===== src/include/static_memory_io_controller_regs.vh =====
// register offsets, fields, reset values and trap codes of the static memory / io controller
// assumes a 32-bit aligned AXI4-Lite register map and a 32-bit internal address
`ifndef STATIC_MEMORY_IO_CONTROLLER_REGS_VH
`define STATIC_MEMORY_IO_CONTROLLER_REGS_VH

// ---------------------------------------------------------------
// register offsets
// ---------------------------------------------------------------
`define ROMIO_CFG_OFF 4'h0
`define RAM_CFG_OFF   4'h4
`define ECC_CFG_OFF   4'h8
`define STATUS_OFF    4'hC

// ---------------------------------------------------------------
// rom / io configuration fields
// ---------------------------------------------------------------
`define F_ROM_WIDTH   0
`define F_IO_EN       1
`define F_IO_WIDTH    2
`define F_IO_WAIT     3
`define F_IO_RDY      7
`define F_ASYNC_RDY   8
`define F_ROM_RWAIT   9
`define F_ROM_WWAIT   13
`define F_ROM_RDY     17
`define ROMIO_CFG_RST 18'h1FE00

// ---------------------------------------------------------------
// ram configuration fields
// ---------------------------------------------------------------
`define F_RAM_EN      0
`define F_RAM_WIDTH   1
`define F_RAM_BS      2
`define F_RAM_RWAIT   6
`define F_RAM_WWAIT   8
`define F_RAM_RMW     10
`define F_RAM_RDY     11
`define F_DRAM_EN     12
`define RAM_CFG_RST   13'h0000

// ---------------------------------------------------------------
// ecc configuration fields
// ---------------------------------------------------------------
`define F_ROM_ECC     0
`define F_RAM_ECC     1
`define ECC_CFG_RST   2'h0

// ---------------------------------------------------------------
// trap codes and fixed windows
// ---------------------------------------------------------------
`define TRAP_FETCH    8'h01
`define TRAP_LOAD     8'h09
`define TRAP_STORE    8'h2B
`define BANK_MIN_LOG2 13
`define BANK4_TOP     4'h6

`endif


===== src/core/static_memory_io_controller.v =====
// static memory and io access engine with AXI4-Lite configuration registers
// assumes one clock; memory pins are asynchronous and are synchronised here
`timescale 1ns/1ps
`include "static_memory_io_controller_regs.vh"

module static_memory_io_controller #(
	parameter BANK_SIZE_W = 4
) (
	input  wire        clk,
	input  wire        sys_rst,
	input  wire [31:0] s_axi_awaddr,
	input  wire        s_axi_awvalid,
	output wire        s_axi_awready,
	input  wire [31:0] s_axi_wdata,
	input  wire [3:0]  s_axi_wstrb,
	input  wire        s_axi_wvalid,
	output wire        s_axi_wready,
	output reg  [1:0]  s_axi_bresp,
	output reg         s_axi_bvalid,
	input  wire        s_axi_bready,
	input  wire [31:0] s_axi_araddr,
	input  wire        s_axi_arvalid,
	output wire        s_axi_arready,
	output reg  [31:0] s_axi_rdata,
	output reg  [1:0]  s_axi_rresp,
	output reg         s_axi_rvalid,
	input  wire        s_axi_rready,
	input  wire        req_valid,
	output wire        req_ready,
	input  wire [31:0] req_addr,
	input  wire        req_write,
	input  wire        req_fetch,
	input  wire [3:0]  req_strb,
	input  wire [31:0] req_wdata,
	input  wire [7:0]  req_wcheck,
	output reg         resp_valid,
	output reg  [31:0] resp_rdata,
	output reg  [7:0]  resp_check,
	output reg         resp_trap,
	output reg  [7:0]  resp_trap_code,
	output wire [27:0] mem_addr,
	output wire [31:0] mem_data_out,
	output wire        mem_data_oe_n,
	input  wire [31:0] mem_data_in,
	output wire [7:0]  check_bits_bus_out,
	output wire        check_bits_bus_oe_n,
	input  wire [7:0]  check_bits_bus_in,
	output wire        read_strobe,
	output wire        output_enable_n,
	output wire        write_n,
	output wire [1:0]  rom_select_n,
	output wire        io_area_select_n,
	output wire        io_strobe_select_n,
	output wire [4:0]  ram_bank_select_n,
	output wire [3:0]  ram_output_enable_n,
	output wire [3:0]  ram_lane_write_n,
	input  wire        external_ready_n,
	output wire        dram_ecc_enable
);

	// ---------------------------------------------------------------
	// configuration registers
	// ---------------------------------------------------------------
	reg  [17:0] romio_cfg_reg;
	reg  [12:0] ram_cfg_reg;
	reg  [1:0]  ecc_cfg_reg;
	reg         aw_hold_reg;
	reg  [3:0]  aw_addr_reg;
	reg         aw_bad_reg;
	reg         w_hold_reg;
	reg  [31:0] w_data_reg;
	reg  [3:0]  w_strb_reg;
	reg  [7:0]  last_trap_reg;
	wire [31:0] wmask;
	wire        do_write;

	wire        rom_byte   = romio_cfg_reg[`F_ROM_WIDTH];
	wire        io_en      = romio_cfg_reg[`F_IO_EN];
	wire        io_byte    = romio_cfg_reg[`F_IO_WIDTH];
	wire [3:0]  io_wait    = romio_cfg_reg[`F_IO_WAIT +: 4];
	wire        io_rdy     = romio_cfg_reg[`F_IO_RDY];
	wire        async_rdy  = romio_cfg_reg[`F_ASYNC_RDY];
	wire [3:0]  rom_rwait  = romio_cfg_reg[`F_ROM_RWAIT +: 4];
	wire [3:0]  rom_wwait  = romio_cfg_reg[`F_ROM_WWAIT +: 4];
	wire        rom_rdy    = romio_cfg_reg[`F_ROM_RDY];
	wire        ram_en     = ram_cfg_reg[`F_RAM_EN];
	wire        ram_byte   = ram_cfg_reg[`F_RAM_WIDTH];
	wire [3:0]  ram_bs     = ram_cfg_reg[`F_RAM_BS +: BANK_SIZE_W];
	wire [1:0]  ram_rwait  = ram_cfg_reg[`F_RAM_RWAIT +: 2];
	wire [1:0]  ram_wwait  = ram_cfg_reg[`F_RAM_WWAIT +: 2];
	wire        ram_rmw    = ram_cfg_reg[`F_RAM_RMW];
	wire        ram_rdy    = ram_cfg_reg[`F_RAM_RDY];
	wire        dram_en    = ram_cfg_reg[`F_DRAM_EN];
	wire        rom_ecc    = ecc_cfg_reg[`F_ROM_ECC];
	wire        ram_ecc    = ecc_cfg_reg[`F_RAM_ECC];

	assign dram_ecc_enable = ram_ecc;
	assign s_axi_awready = !aw_hold_reg;
	assign s_axi_wready  = !w_hold_reg;
	assign s_axi_arready = !s_axi_rvalid;
	assign do_write = aw_hold_reg && w_hold_reg && !s_axi_bvalid;
	assign wmask = {{8{w_strb_reg[3]}}, {8{w_strb_reg[2]}},
		{8{w_strb_reg[1]}}, {8{w_strb_reg[0]}}};

	always @(posedge clk or posedge sys_rst) begin
		if (sys_rst) begin
			aw_hold_reg <= 1'b0;
			aw_addr_reg <= 4'h0;
			aw_bad_reg <= 1'b0;
			w_hold_reg <= 1'b0;
			w_data_reg <= 32'h00000000;
			w_strb_reg <= 4'h0;
			s_axi_bvalid <= 1'b0;
			s_axi_bresp <= 2'h0;
			romio_cfg_reg <= `ROMIO_CFG_RST;
			ram_cfg_reg <= `RAM_CFG_RST;
			ecc_cfg_reg <= `ECC_CFG_RST;
		end else begin
			if (s_axi_awvalid && !aw_hold_reg) begin
				aw_hold_reg <= 1'b1;
				aw_addr_reg <= s_axi_awaddr[3:0];
				aw_bad_reg <= (s_axi_awaddr[31:4] != 28'h0000000);
			end
			if (s_axi_wvalid && !w_hold_reg) begin
				w_hold_reg <= 1'b1;
				w_data_reg <= s_axi_wdata;
				w_strb_reg <= s_axi_wstrb;
			end
			if (s_axi_bvalid && s_axi_bready)
				s_axi_bvalid <= 1'b0;
			if (do_write) begin
				aw_hold_reg <= 1'b0;
				w_hold_reg <= 1'b0;
				s_axi_bvalid <= 1'b1;
				s_axi_bresp <= 2'h2;
				if (!aw_bad_reg) begin
					case (aw_addr_reg)
					`ROMIO_CFG_OFF: begin
						romio_cfg_reg <= (romio_cfg_reg & ~wmask[17:0])
							| (w_data_reg[17:0] & wmask[17:0]);
						s_axi_bresp <= 2'h0;
					end
					`RAM_CFG_OFF: begin
						ram_cfg_reg <= (ram_cfg_reg & ~wmask[12:0])
							| (w_data_reg[12:0] & wmask[12:0]);
						s_axi_bresp <= 2'h0;
					end
					`ECC_CFG_OFF: begin
						ecc_cfg_reg <= (ecc_cfg_reg & ~wmask[1:0])
							| (w_data_reg[1:0] & wmask[1:0]);
						s_axi_bresp <= 2'h0;
					end
					default: s_axi_bresp <= 2'h2;
					endcase
				end
			end
		end
	end

	// ---------------------------------------------------------------
	// access engine state
	// ---------------------------------------------------------------
	localparam S_IDLE = 3'h0;
	localparam S_LEAD = 3'h1;
	localparam S_DATA = 3'h2;
	localparam S_TAIL = 3'h3;
	localparam S_RESP = 3'h4;

	reg  [2:0]  state_reg;
	reg  [31:0] addr_reg;
	reg  [31:0] wdata_reg;
	reg  [7:0]  wcheck_reg;
	reg  [3:0]  strb_reg;
	reg         wr_reg;
	reg         rmw_reg;
	reg         is_rom_reg;
	reg         is_io_reg;
	reg  [4:0]  ram_sel_reg;
	reg         byte_reg;
	reg         burst_reg;
	reg         ecc_reg;
	reg         lead_reg;
	reg  [2:0]  beat_reg;
	reg  [2:0]  last_beat_reg;
	reg  [4:0]  cnt_reg;
	reg         tail_reg;
	reg  [31:0] rdata_reg;
	reg  [7:0]  rcheck_reg;
	reg  [31:0] data_s1;
	reg  [31:0] data_s2;
	reg  [7:0]  check_s1;
	reg  [7:0]  check_s2;
	reg         rdy_s1;
	reg         rdy_s2;
	reg         rdy_s3;

	// ---------------------------------------------------------------
	// request decode
	// ---------------------------------------------------------------
	wire        a_rom  = (req_addr[31:29] == 3'h0);
	wire        a_io   = (req_addr[31:29] == 3'h1);
	wire        a_ram  = (req_addr[31:30] == 2'h1);
	wire        a_byte = a_rom ? rom_byte : (a_io ? io_byte : (a_ram && ram_byte));
	wire        a_burst = a_byte && !a_io;
	wire        a_ecc  = a_io ? 1'b0 : (a_rom ? rom_ecc : (a_ram && ram_ecc));
	wire        a_trap = a_io && !io_en;
	wire [29:0] bank_idx = req_addr[29:0] >> (`BANK_MIN_LOG2 + ram_bs);
	wire        hit_dram = dram_en && req_addr[29];
	wire        hit_b4 = (req_addr[31:28] == `BANK4_TOP) && !dram_en;
	wire        a_rmw = a_ram && !a_byte && req_write && (req_strb != 4'hF)
		&& (ram_rmw || ram_ecc);
	reg  [4:0]  a_sel;
	reg  [7:0]  a_trap_code;

	always @* begin
		a_sel = 5'h00;
		if (a_ram && ram_en && !hit_dram) begin
			if (hit_b4)
				a_sel = 5'h10;
			else if ((bank_idx < 30'h4) && !req_addr[29])
				a_sel = 5'h01 << bank_idx[1:0];
		end
		if (req_write)
			a_trap_code = `TRAP_STORE;
		else if (req_fetch)
			a_trap_code = `TRAP_FETCH;
		else
			a_trap_code = `TRAP_LOAD;
	end

	// ---------------------------------------------------------------
	// per-beat timing
	// ---------------------------------------------------------------
	wire        ready_ctl = is_io_reg ? io_rdy : (is_rom_reg ? rom_rdy :
		(ram_sel_reg[4] && ram_rdy));
	wire        rdy_seen = async_rdy ? (!rdy_s2 && !rdy_s3) : !rdy_s2;
	wire        rdy_ok = !ready_ctl || rdy_seen;
	reg  [4:0]  data_len;

	always @* begin
		if (is_io_reg)
			data_len = {1'b0, io_wait} + (wr_reg ? 5'h1 : 5'h2);
		else if (is_rom_reg)
			data_len = (wr_reg ? {rom_wwait, 1'b0} : {rom_rwait, 1'b0})
				+ (wr_reg ? 5'h1 : 5'h2);
		else
			data_len = {3'h0, (wr_reg ? ram_wwait : ram_rwait)}
				+ (wr_reg ? 5'h1 : 5'h2);
	end

	wire [31:0] word_base = {addr_reg[31:2], 2'h0};
	wire [31:0] beat_addr = burst_reg ? word_base + {29'h0, beat_reg} : addr_reg;
	wire [1:0]  lane_idx = burst_reg ? beat_reg[1:0] : addr_reg[1:0];
	wire        chk_beat = (beat_reg == 3'h4);
	wire        lane_on = chk_beat || !byte_reg || ecc_reg || strb_reg[3 - lane_idx];
	wire [7:0]  wr_byte = chk_beat ? wcheck_reg : wdata_reg[(3 - lane_idx) * 8 +: 8];
	wire [3:0]  lane_strb = rmw_reg ? 4'hF : strb_reg;
	wire        last_tail = wr_reg || tail_reg;

	always @(posedge clk or posedge sys_rst) begin
		if (sys_rst) begin
			data_s1 <= 32'h00000000;
			data_s2 <= 32'h00000000;
			check_s1 <= 8'h00;
			check_s2 <= 8'h00;
			rdy_s1 <= 1'b1;
			rdy_s2 <= 1'b1;
			rdy_s3 <= 1'b1;
		end else begin
			data_s1 <= mem_data_in;
			data_s2 <= data_s1;
			check_s1 <= check_bits_bus_in;
			check_s2 <= check_s1;
			rdy_s1 <= external_ready_n;
			rdy_s2 <= rdy_s1;
			rdy_s3 <= rdy_s2;
		end
	end

	// ---------------------------------------------------------------
	// access sequencer
	// ---------------------------------------------------------------
	always @(posedge clk or posedge sys_rst) begin
		if (sys_rst) begin
			state_reg <= S_IDLE;
			addr_reg <= 32'h00000000;
			wdata_reg <= 32'h00000000;
			wcheck_reg <= 8'h00;
			strb_reg <= 4'h0;
			wr_reg <= 1'b0;
			rmw_reg <= 1'b0;
			is_rom_reg <= 1'b0;
			is_io_reg <= 1'b0;
			ram_sel_reg <= 5'h00;
			byte_reg <= 1'b0;
			burst_reg <= 1'b0;
			ecc_reg <= 1'b0;
			lead_reg <= 1'b0;
			beat_reg <= 3'h0;
			last_beat_reg <= 3'h0;
			cnt_reg <= 5'h00;
			tail_reg <= 1'b0;
			rdata_reg <= 32'h00000000;
			rcheck_reg <= 8'h00;
			resp_valid <= 1'b0;
			resp_rdata <= 32'h00000000;
			resp_check <= 8'h00;
			resp_trap <= 1'b0;
			resp_trap_code <= 8'h00;
			last_trap_reg <= 8'h00;
		end else begin
			resp_valid <= 1'b0;
			case (state_reg)
			S_IDLE: begin
				if (req_valid) begin
					addr_reg <= req_addr;
					wdata_reg <= req_wdata;
					wcheck_reg <= req_wcheck;
					strb_reg <= req_strb;
					wr_reg <= req_write && !a_rmw;
					rmw_reg <= a_rmw;
					is_rom_reg <= a_rom;
					is_io_reg <= a_io;
					ram_sel_reg <= a_sel;
					byte_reg <= a_byte;
					burst_reg <= a_burst;
					ecc_reg <= a_ecc;
					lead_reg <= a_io || req_write;
					beat_reg <= 3'h0;
					last_beat_reg <= (a_burst ? (a_ecc ? 3'h4 : 3'h3) : 3'h0);
					rdata_reg <= 32'h00000000;
					rcheck_reg <= 8'h00;
					resp_trap_code <= a_trap_code;
					resp_trap <= a_trap;
					if (a_trap) begin
						last_trap_reg <= a_trap_code;
						state_reg <= S_RESP;
					end else if (a_io || (req_write && !a_rmw)) begin
						state_reg <= S_LEAD;
					end else begin
						cnt_reg <= 5'h00;
						state_reg <= S_DATA;
					end
				end
			end
			S_LEAD: begin
				cnt_reg <= 5'h00;
				state_reg <= S_DATA;
			end
			S_DATA: begin
				if (cnt_reg < data_len - 5'h1)
					cnt_reg <= cnt_reg + 5'h1;
				else if (rdy_ok) begin
					tail_reg <= 1'b0;
					state_reg <= S_TAIL;
				end
			end
			S_TAIL: begin
				tail_reg <= 1'b1;
				if (last_tail) begin
					if (!wr_reg) begin
						if (!byte_reg) begin
							rdata_reg <= data_s2;
							rcheck_reg <= ecc_reg ? check_s2 : 8'h00;
						end else if (chk_beat)
							rcheck_reg <= data_s2[31:24];
						else
							rdata_reg[(3 - lane_idx) * 8 +: 8] <= data_s2[31:24];
					end
					if (beat_reg != last_beat_reg) begin
						beat_reg <= beat_reg + 3'h1;
						cnt_reg <= 5'h00;
						state_reg <= lead_reg ? S_LEAD : S_DATA;
					end else if (rmw_reg && !wr_reg) begin
						wdata_reg <= (data_s2 & ~{{8{strb_reg[3]}}, {8{strb_reg[2]}},
							{8{strb_reg[1]}}, {8{strb_reg[0]}}}) | (wdata_reg &
							{{8{strb_reg[3]}}, {8{strb_reg[2]}},
							{8{strb_reg[1]}}, {8{strb_reg[0]}}});
						wr_reg <= 1'b1;
						lead_reg <= 1'b1;
						state_reg <= S_LEAD;
					end else
						state_reg <= S_RESP;
				end
			end
			S_RESP: begin
				resp_valid <= 1'b1;
				resp_rdata <= rdata_reg;
				resp_check <= rcheck_reg;
				state_reg <= S_IDLE;
			end
			default: state_reg <= S_IDLE;
			endcase
		end
	end

	// ---------------------------------------------------------------
	// memory pins
	// ---------------------------------------------------------------
	wire in_cycle = (state_reg == S_LEAD) || (state_reg == S_DATA)
		|| ((state_reg == S_TAIL) && !tail_reg);
	wire in_data = (state_reg == S_DATA);
	wire wr_data = in_data && wr_reg && lane_on;

	assign req_ready = (state_reg == S_IDLE);
	assign mem_addr = beat_addr[27:0];
	assign mem_data_out = byte_reg ? {wr_byte, 24'h000000} : wdata_reg;
	assign mem_data_oe_n = !(in_cycle && wr_reg);
	assign check_bits_bus_out = wcheck_reg;
	assign check_bits_bus_oe_n = !(in_cycle && wr_reg && !byte_reg && ecc_reg);
	assign read_strobe = in_cycle && !wr_reg;
	assign output_enable_n = !(in_data && !wr_reg);
	assign write_n = !wr_data;
	assign rom_select_n[0] = !(in_cycle && is_rom_reg && !addr_reg[28]);
	assign rom_select_n[1] = !(in_cycle && is_rom_reg && addr_reg[28]);
	assign io_area_select_n = !(in_cycle && is_io_reg);
	assign io_strobe_select_n = !(in_data && is_io_reg);
	assign ram_bank_select_n[4] = !(in_cycle && ram_sel_reg[4]);

	genvar g;
	generate
		for (g = 0; g < 4; g = g + 1) begin : lane
			assign ram_bank_select_n[g] = !(in_cycle && ram_sel_reg[g]);
			assign ram_output_enable_n[g] = !(in_data && !wr_reg && ram_sel_reg[g]);
			assign ram_lane_write_n[g] = !(wr_data && (ram_sel_reg != 5'h00)
				&& (byte_reg ? (g == 3) : lane_strb[g]));
		end
	endgenerate

	// ---------------------------------------------------------------
	// register read port
	// ---------------------------------------------------------------
	always @(posedge clk or posedge sys_rst) begin
		if (sys_rst) begin
			s_axi_rvalid <= 1'b0;
			s_axi_rdata <= 32'h00000000;
			s_axi_rresp <= 2'h0;
		end else if (s_axi_rvalid) begin
			if (s_axi_rready)
				s_axi_rvalid <= 1'b0;
		end else if (s_axi_arvalid) begin
			s_axi_rvalid <= 1'b1;
			s_axi_rresp <= 2'h0;
			s_axi_rdata <= 32'h00000000;
			if (s_axi_araddr[31:4] != 28'h0000000)
				s_axi_rresp <= 2'h2;
			else begin
				case (s_axi_araddr[3:0])
				`ROMIO_CFG_OFF: s_axi_rdata <= {14'h0000, romio_cfg_reg};
				`RAM_CFG_OFF:   s_axi_rdata <= {19'h00000, ram_cfg_reg};
				`ECC_CFG_OFF:   s_axi_rdata <= {30'h00000000, ecc_cfg_reg};
				`STATUS_OFF:    s_axi_rdata <= {16'h0000, last_trap_reg, 7'h00,
					(state_reg != S_IDLE)};
				default:        s_axi_rresp <= 2'h2;
				endcase
			end
		end
	end

endmodule


===== config.mk =====
export PLATFORM = sky130hd
export DESIGN_NAME = static_memory_io_controller
export DESIGN_NICKNAME = d
export VERILOG_FILES = /design/src/core/static_memory_io_controller.v
export VERILOG_INCLUDE_DIRS = /design/src /design/src/include
export SDC_FILE = /design/constraint.sdc
export NUM_CORES = 1
export LEC_CHECK = 0
export BUFFER_PORTS_ARGS = -buffer_cell sky130_fd_sc_hd__buf_2
export CORE_ASPECT_RATIO = 0.7
export CORE_UTILIZATION = 40
export CTS_CLUSTER_SIZE = 14
export DETAILED_ROUTE_END_ITERATION = 6
export GPL_TIMING_DRIVEN = 0
export PLACE_DENSITY = 0.7
export RECOVER_POWER = 100
export SLEW_MARGIN = 5
export SYNTH_ARGS = -nofsm -noshare
export SYNTH_HDL_FRONTEND = slang
export SYNTH_SLANG_ARGS = --single-unit

===== constraint.sdc =====
create_clock -name clk -period 33.3 [get_ports clk]
set_input_delay 6.66 -clock clk [delete_from_list [all_inputs] [get_ports clk]]
set_output_delay 6.66 -clock clk [all_outputs]
set_load 0.03 [all_outputs]

==> results.json, run 1 <==
{
  "status": "complete, but fails checks",
  "violations": "capacitance limit, slew limit",
  "fin_skew_ns": 0.0215,
  "drive_above_1_share_pct": 21.3,
  "crit_fanout": 128,
  "boundaryPins": 410,
  "coreArea_um2": 38900,
  "synth_ff_type": "dfrtp_1",
  "yosys_register_bits": 354,
  "final.setup.tns_ns": 0,
  "detail_route.wirelength.met1_mm": 22.9,
  "post_drt_via_cell_ratio": 5.35,
  "critical_path.startpoint_type": "input pin",
  "ys_top_cells_by_area": "dfrtp_1 54%, mux2_2 7.8%, nand2_1 6.7%",
  "fp.dieW_um": 241,
  "final.min_clock_period_ns": 15.14,
  "cts_made_buffers": 37,
  "fraction_of_registers_with_async_set_reset_pct": 100,
  "detail_route.first_pass.iterations": 6,
  "synth_seq_area_share_pct": 55.4,
  "clk_transition_reported_paths_ns": 0.06,
  "worst_ep_required_time_ns": 32.34,
  "detailroute.wirelength.met2_mm": 21.6,
  "yosysUniqueCellTypes": 73,
  "postSynthCellCount": 1527,
  "power.density_cell_area_nw_per_um2": 91.2,
  "yosys.cell_count.top_type": "dfrtp_1",
  "maxClockFrequency_mhz": 66.1,
  "hpwl_mm": 38.5,
  "timing.max_cap.violations": 3,
  "hold_buffers": 0,
  "highest_layer": "met5",
  "min-delay-path-class": "register to register",
  "post_route_total_power_mw": 1.79,
  "post_drt_wl_per_cell_um": 20.0,
  "syn-mean-instance-area_um2": 10.5,
  "globalRouteOverflowTotal": 0,
  "yosys-top-cells-count": "343 x dfrtp_1, 286 x nand2_1, 111 x mux2_2",
  "placedCellCount": 2447,
  "setup.worst_path.end_class": "asynchronous set/reset pin",
  "leakagePower_nw": 9.00,
  "remaining_drc_errors": 0,
  "power.ir.vdd_worst_mv": 0.0478,
  "setup_repair_after_global_routing_missed_its_margin": "no",
  "wl_mm": 50.4,
  "post_cts.resized_instances": 0,
  "place.port_buffers": 372,
  "fillCellCount": 3655,
  "synth.cell_area_um2": 16000,
  "design.final.nets": 2205,
  "area_of_the_die_um2": 40800,
  "largest_net_degree_at_the_start_of_global_routing": 129,
  "tritoncts": "built",
  "via_count_of_the_first_global_routing_pass": 13100,
  "endpoints_failing_hold": 0,
  "met3RoutedLength_mm": 4.38,
  "synth_top_area_share_pct": 53.6,
  "gr-usage-all-layers_pct": 24.3,
  "post-cts-setup-buffer-count": 0,
  "dr_total_vias": 13400,
  "route.antenna.remaining_nets": 0,
  "yosys.area.top_type": "dfrtp_1",
  "clock_tree.buffer_depth": 3,
  "yosys_warnings": 0,
  "area.sequential_um2": 8870,
  "timing.slew.headroom_pct": -335,
  "die_height_um": 169,
  "drtIter0Drc": 1050,
  "insertion_delay_ns": 0.53,
  "layout.cells.non_filler": 2516,
  "postPlaceCellArea_um2": 18700,
  "finalCritPeriodShare_pct": 45.5,
  "setup_viol": 0,
  "gp_routability_congestion": 0.922,
  "finish.instance_area_um2": 19600,
  "grt_first_pass_wirelength_mm": 75.7,
  "max_slew.worst_pin.slew_ns": 6.53,
  "htreeDepth": 2,
  "syn2layout_area_growth_pct": 22.6,
  "synth-edff-count": 0,
  "rows": 60,
  "cts_root_buffer": "clkbuf_16",
  "area_used_by_multi_input_combinational_logic_um2": 6630,
  "start_util_pct": 41.2,
  "antenna_found_initial": 4,
  "clock_sink_count": 354,
  "critPathArrivalTime_ns": 14.18,
  "setup.worst_path.class": "input pin to asynchronous set/reset pin",
  "final-max-slew-violation-count": 359
}
cells in the final DEF (no fill, tap or decap), types with 11 or more instances in the layout:
master	count
o31ai_1	32
a22oi_1	11
nor2_1	75
nor2b_1	59
inv_1	22
mux2_2	111
buf_1	13
and3_1	19
buf_2	214
buf_4	21
clkbuf_1	231
clkbuf_16	39
nor4_1	16
ha_1	18
dfrtp_1	343
o22ai_1	34
a21oi_1	97
nand4_1	14
nand2b_1	15
nand2_1	286
mux2i_1	24
nand3_1	23
conb_1	20
xnor2_1	24
o21ai_0	65
nor3_1	14
power by group:
part	switching (mW)	internal, mW	total [mW]
registers	0.101	0.545	0.647
clock network	0.172	0.249	0.421
logic	0.504	0.218	0.722
total	0.778	1.01	1.79
metrics by stage:
| step | setup WS, ns | hold WS (ns) | utilization, % |
|---|---|---|---|
| 2_1_floorplan | 16.84 | 0.331 | - |
| 3_3_place_gp | 13.27 | 0.334 | 47.8 |
| 3_5_place_dp | 23.92 | 0.335 | 48.0 |
| 4_1_cts | 23.35 | 0.351 | 51.2 |
| 5_1_grt | 16.19 | 0.355 | 50.5 |
| 6_report | 18.16 | 0.348 | 50.5 |
final timing paths:
kind	endpoint	start	slack, ns	cells after the start
min in group asynchronous	check_bits_bus_out[2]	sys_rst	7.50	2
setup reg to reg	tail_reg	wr_reg	28.34	16
hold reg to reg	check_s2[4]	check_s1[4]	0.35	0
max in group clk	mem_data_out[24]	burst_reg	22.69	8
setup / recovery	data_s1[30]	sys_rst	18.16	3
hold / removal	check_s2[4]	check_s1[4]	0.35	0
cell type report:
class	count	area share, %
Inverter	24	0.465
Antenna cell	3	0.0383
Multi-Input combinational cell	1070	33.8
Tap cell	527	3.36
Buffer	98	2.36
Sequential cell	354	45.2
Timing Repair Buffer	374	8.48
Clock buffer	56	5.71
Clock inverter	10	0.580
metal layers:
layer  vias up  track usage (%)
li1       6182                -
met1      6657             35.6
met2       528             35.3
met3        80             5.89
met4         2             7.65
met5         -                0
critical path, stage by stage:
cell        delay, ns
clkbuf_1         0.08
clkinvlp_2       2.54
clkbuf_1         4.72
cells by family after synthesis:
| kind of cell | count (synthesis) | synth area share, % |
|---|---|---|
| adder cells (fa/ha/maj) | 19 | 1.53 |
| AND/OR/NAND/NOR | 555 | 16.0 |
| XOR/XNOR | 30 | 1.64 |
| multiplexers | 140 | 9.92 |
| other | 1 | 0.0234 |
| AO/OA/AOI/OAI | 306 | 12.0 |
| flip-flops | 354 | 55.4 |
| buffers and inverters | 122 | 3.48 |
Note: power is estimated with default switching activity, not from simulation.
==> inputs of run 2 (changes only) <==
Clock period 33.3 ns to 14.9 ns, I/O delays scaled along.
==> run 2 against run 1 <==
Net effect: the flow finishes with violations (DRC, capacitance limit, slew limit); die area is the same; highest routed layer unchanged; final cell count is the same; global-route usage is the same.
==> results.json, run 2 (synthesis gave the netlist of run 1 again) <==
{
  "clk_transition_reported_paths_ns": 0.06,
  "post_drt_wl_per_cell_um": 20.0,
  "rows": 60,
  "status": "complete, but fails checks",
  "fillCellCount": 3647,
  "critical_path.startpoint_type": "register",
  "clock_sink_count": 354,
  "combPwrFrac_pct": 40.3,
  "min-delay-path-class": "register to register",
  "power.density_cell_area_nw_per_um2": 203,
  "fp.dieW_um": 241,
  "grt_first_pass_wirelength_mm": 75.7,
  "timing.slew.headroom_pct": -222,
  "endpoints_failing_hold": 0,
  "dr_total_vias": 13400,
  "detail_route.first_pass.iterations": 7,
  "postLayoutCoreUtil_pct": 50.6,
  "gp_routability_congestion": 0.922,
  "leakagePower_nw": 9.02,
  "post_drt_via_cell_ratio": 5.34,
  "clock_tree.buffer_depth": 3,
  "drtIter0Drc": 1078,
  "fin_skew_ns": 0.0216,
  "swShare_pct": 43.5,
  "globalRouteOverflowTotal": 0,
  "reg2reg_slack_ns": 9.94,
  "place.port_buffers": 372,
  "pwr-share-seq_pct": 36.1,
  "setup.worst_path.class": "register to output port",
  "htreeDepth": 2,
  "critPathArrivalTime_ns": 3.92,
  "design.final.nets": 2205,
  "wl_mm": 50.4,
  "rr_startpoint": "wr_reg",
  "post_route_total_power_mw": 4.00,
  "setup_repair_after_global_routing_missed_its_margin": "no",
  "gr-usage-all-layers_pct": 24.3,
  "timing.max_cap.violations": 1,
  "boundaryPins": 410,
  "maxClockFrequency_mhz": 145,
  "final.min_clock_period_ns": 6.90,
  "via_count_of_the_first_global_routing_pass": 13100,
  "remaining_drc_errors": 12,
  "insertion_delay_ns": 0.53,
  "coreArea_um2": 38900,
  "cts_made_buffers": 37,
  "startpoint": "burst_reg",
  "area_of_the_die_um2": 40800,
  "hold_buffers": 0,
  "die_height_um": 169,
  "post-cts-setup-buffer-count": 0,
  "pwr-share-clk_pct": 23.5,
  "largest_net_degree_at_the_start_of_global_routing": 129,
  "antenna_found_initial": 4,
  "power.internal_mw": 2.26,
  "final-max-slew-violation-count": 104,
  "power_switching_mw": 1.74,
  "setup_viol": 0,
  "post_cts.resized_instances": 0,
  "hpwl_mm": 38.5,
  "power.ir.vdd_worst_mv": 0.107,
  "worst_ep_required_time_ns": 11.92,
  "area_used_by_multi_input_combinational_logic_um2": 6640,
  "max_slew.worst_pin.slew_ns": 4.81,
  "regToRegEndpoint": "tail_reg",
  "worstRegToRegCells": 16,
  "most_common_library_cell_in_the_layout_ignoring_fill_and_taps": "dfrtp_1",
  "setup.worst_path.end_class": "output port",
  "start_util_pct": 41.2,
  "route.antenna.remaining_nets": 0,
  "syn2layout_area_growth_pct": 22.9,
  "crit_fanout": 11,
  "drive_above_1_share_pct": 21.5,
  "critPathCapture": "mem_data_out[30]",
  "final_cell_mix": "343 x dfrtp_1, 286 x nand2_1, 229 x clkbuf_1",
  "tritoncts": "built",
  "finalCritPeriodShare_pct": 46.3,
  "violations": "DRC, capacitance limit, slew limit",
  "area.sequential_um2": 8870,
  "cts_root_buffer": "clkbuf_16"
}
==> run 2: worst min path at each step <==
| stage | from | endpoint | slack, ns | cells past startpoint |
|---|---|---|---|---|
| after global routing | data_s1[20] | data_s2[20] | 0.35 | 0 |
| after floorplan | check_s1[0] | check_s2[0] | 0.33 | 0 |
| after detailed placement | check_s1[4] | check_s2[4] | 0.33 | 0 |
| final | check_s1[4] | check_s2[4] | 0.35 | 0 |
| after global placement | data_s1[19] | data_s2[19] | 0.33 | 0 |
| after CTS | check_s1[4] | check_s2[4] | 0.35 | 0 |
==> run 2: critical path, cell delays in order (launching register included) <==
cell and delay [ns]:
dfrtp_1 0.33, clkbuf_1 0.42, mux2i_1 0.83, clkbuf_1 0.54, nand2_1 0.11, a311oi_1 0.54
a21oi_1 0.07, a21oi_1 0.22, clkbuf_1 0.33
==> run 2: power groups by stage <==
stage	registers (mW)	clock network [mW]	logic, mW
after floorplan	1.47	0	1.06
after global placement	1.45	0	1.61
after detailed placement	1.45	0	1.64
after CTS	1.44	0.961	1.65
after global routing	1.48	0.997	1.75
final	1.45	0.942	1.62
==> run 2: metal layers <==
metal / wire, um / track usage [%] / part of all wire [%]
met5: 13 / 0 / 0.026
met4: 1480 / 7.65 / 2.9
met3: 4130 / 5.89 / 8.2
met2: 21600 / 35.3 / 43
met1: 23200 / 35.6 / 46
==> run 2: area by class of cell <==
| type | instances | share of cell area, % |
|---|---|---|
| antenna | 3 | 0.0381 |
| buffer | 98 | 2.35 |
| clock buffer | 56 | 5.69 |
| clock inverter | 10 | 0.579 |
| inverter | 24 | 0.464 |
| multi-input combinational | 1070 | 33.7 |
| sequential | 354 | 45.1 |
| tap | 527 | 3.35 |
| timing repair buffer | 374 | 8.70 |
==> run 2: per-stage QoR <==
stage                     instances  area, um^2  worst slack, ns  hold slack [ns]  setup TNS [ns]
after global placement         2445       18600            -1.45            0.334         -486.78
after CTS                      2513       19900             8.63            0.351               0
after floorplan                1546       16100             2.12            0.331               0
after detailed placement       2447       18700             9.20            0.335               0
after global routing           2514       19700             7.78            0.355               0
final                          2516       19700             8.00            0.348               0
==> inputs of run 3 (changes only) <==
Clock period 14.9 ns to 7 ns, I/O delays scaled along.
==> run 3 against run 2 <==
Net effect: the flow finishes with violations (capacitance limit, slew limit); register-to-register slack worse by 7.9 ns; count of clock-buffer cells in the layout shrank 1; worst setup slack got worse by 6.2 ns; sequential share of layout area decreased by 0.20 points; die area unchanged; combinational power is 110% higher; first-iteration DRC count is 1.8% higher; sequential power grew 110%; via count is 0.66% higher; critical path depth is the same; non-clock buffer count increased by 9; largest power group unchanged.
==> results.json, run 3 (synthesis gave the netlist of run 1 again) <==
{
  "gr-usage-all-layers_pct": 24.6,
  "dp_slack_ns": 2.37,
  "endpoints_failing_hold": 0,
  "remaining_drc_errors": 0,
  "setup.worst_path.end_class": "output port",
  "coreArea_um2": 38900,
  "cts_made_buffers": 37,
  "drive_above_1_share_pct": 21.2,
  "status": "complete, but fails checks",
  "setup.worst_path.class": "register to output port",
  "route.antenna.remaining_nets": 0,
  "final-max-slew-violation-count": 74,
  "area_used_by_multi_input_combinational_logic_um2": 6640,
  "largest_net_degree_at_the_start_of_global_routing": 44,
  "max_slew.worst_pin.slew_ns": 2.15,
  "boundaryPins": 410,
  "setup_viol": 0,
  "syn2layout_area_growth_pct": 23.5,
  "clock_sink_count": 354,
  "wl_mm": 50.8,
  "min-delay-path-class": "register to register",
  "critical_path.startpoint_type": "register",
  "insertion_delay_ns": 0.53,
  "die_height_um": 169,
  "maxClockFrequency_mhz": 193,
  "tritoncts": "built",
  "fp.dieW_um": 241,
  "gp_routability_congestion": 0.906,
  "final_cell_mix": "343 x dfrtp_1, 286 x nand2_1, 240 x clkbuf_1",
  "timing.slew.headroom_pct": -43.4,
  "globalRouteOverflowTotal": 0,
  "clock_tree.buffer_depth": 3,
  "leakagePower_nw": 9.04,
  "power.ir.vdd_worst_mv": 0.356,
  "drtIter0Drc": 1097,
  "final_critical_path_setup_slack_ns": 1.81,
  "area_of_the_die_um2": 40800,
  "hpwl_mm": 39.3,
  "most_common_library_cell_in_the_layout_ignoring_fill_and_taps": "dfrtp_1",
  "post_cts.resized_instances": 0,
  "min_delay_path_depth": 0,
  "place.port_buffers": 372,
  "power.density_cell_area_nw_per_um2": 432,
  "timing.max_cap.violations": 2,
  "finalCritPeriodShare_pct": 74.2,
  "worst_ep_required_time_ns": 5.60,
  "worstRegToRegCells": 16,
  "htreeDepth": 2,
  "post_drt_via_cell_ratio": 5.36,
  "fillCellCount": 3650,
  "rows": 60,
  "via_count_of_the_first_global_routing_pass": 13300,
  "clk_transition_reported_paths_ns": 0.06,
  "setup_repair_after_global_routing_missed_its_margin": "no",
  "final.setup.tns_ns": 0,
  "fin_skew_ns": 0.0236,
  "dr_total_vias": 13500,
  "post_drt_wl_per_cell_um": 20.1,
  "post-cts-setup-buffer-count": 0,
  "grt_first_pass_wirelength_mm": 77.2,
  "violations": "capacitance limit, slew limit",
  "cts_root_buffer": "clkbuf_16",
  "antenna_found_initial": 4,
  "critPathArrivalTime_ns": 3.79,
  "final.min_clock_period_ns": 5.19,
  "detail_route.first_pass.iterations": 5,
  "design.final.nets": 2214,
  "hold_buffers": 0,
  "crit_fanout": 11,
  "area.sequential_um2": 8870,
  "start_util_pct": 41.2
}
run 3: layer usage:
layer	share of wire (%)	vias up	global-route usage [%]
met4	2.2	2	5.89
met2	44	547	36.6
met5	0.024	-	0
met3	7.8	63	4.46
met1	46	6728	36.9
li1	-	6193	-
run 3: cell type report:
class,instances,area share (%)
Clock buffer,55,5.70
Sequential cell,354,44.9
Antenna cell,3,0.0380
Timing Repair Buffer,383,9.09
Inverter,24,0.462
Tap cell,527,3.34
Multi-Input combinational cell,1070,33.6
Buffer,98,2.34
Clock inverter,9,0.582
run 3: report_power, final:
| part | switching (mW) | total (mW) | internal, mW |
|---|---|---|---|
| Clock | 0.820 | 2.01 | 1.19 |
| Combinational | 2.40 | 3.44 | 1.04 |
| Sequential | 0.489 | 3.08 | 2.59 |
run 3: metrics by stage:
step                cells  hold slack [ns]  total power, mW  util (%)  instance area (um^2)
CTS                  2520            0.335             8.66      51.7                 20100
global route         2521            0.345             9.02      50.8                 19800
global placement     2445            0.334             6.50      47.8                 18600
floorplan            1546            0.331             5.40         -                 16100
detailed placement   2456            0.335             6.61      48.5                 18900
finish               2523            0.346             8.53      50.8                 19800
run 3: final timing paths:
| path | start | endpoint | slack (ns) |
|---|---|---|---|
| max | burst_reg | mem_data_out[28] | 1.81 |
| min | data_s1[2] | data_s2[2] | 0.35 |
| max reg2reg | wr_reg | tail_reg | 1.99 |
| min reg2reg | data_s1[2] | data_s2[2] | 0.35 |
| max in group asynchronous | sys_rst | s_axi_rdata[10] | 2.06 |
| min in group asynchronous | sys_rst | check_bits_bus_out[0] | 1.04 |
run 3: worst max-delay path, stage by stage (launching register included):
cell and delay (ns):
dfrtp_1 0.32, clkbuf_1 0.42, mux2i_1 0.77, clkbuf_1 0.47, nand2_1 0.15, a311oi_1 0.54
a21oi_1 0.10, a21oi_1 0.18, clkbuf_1 0.33
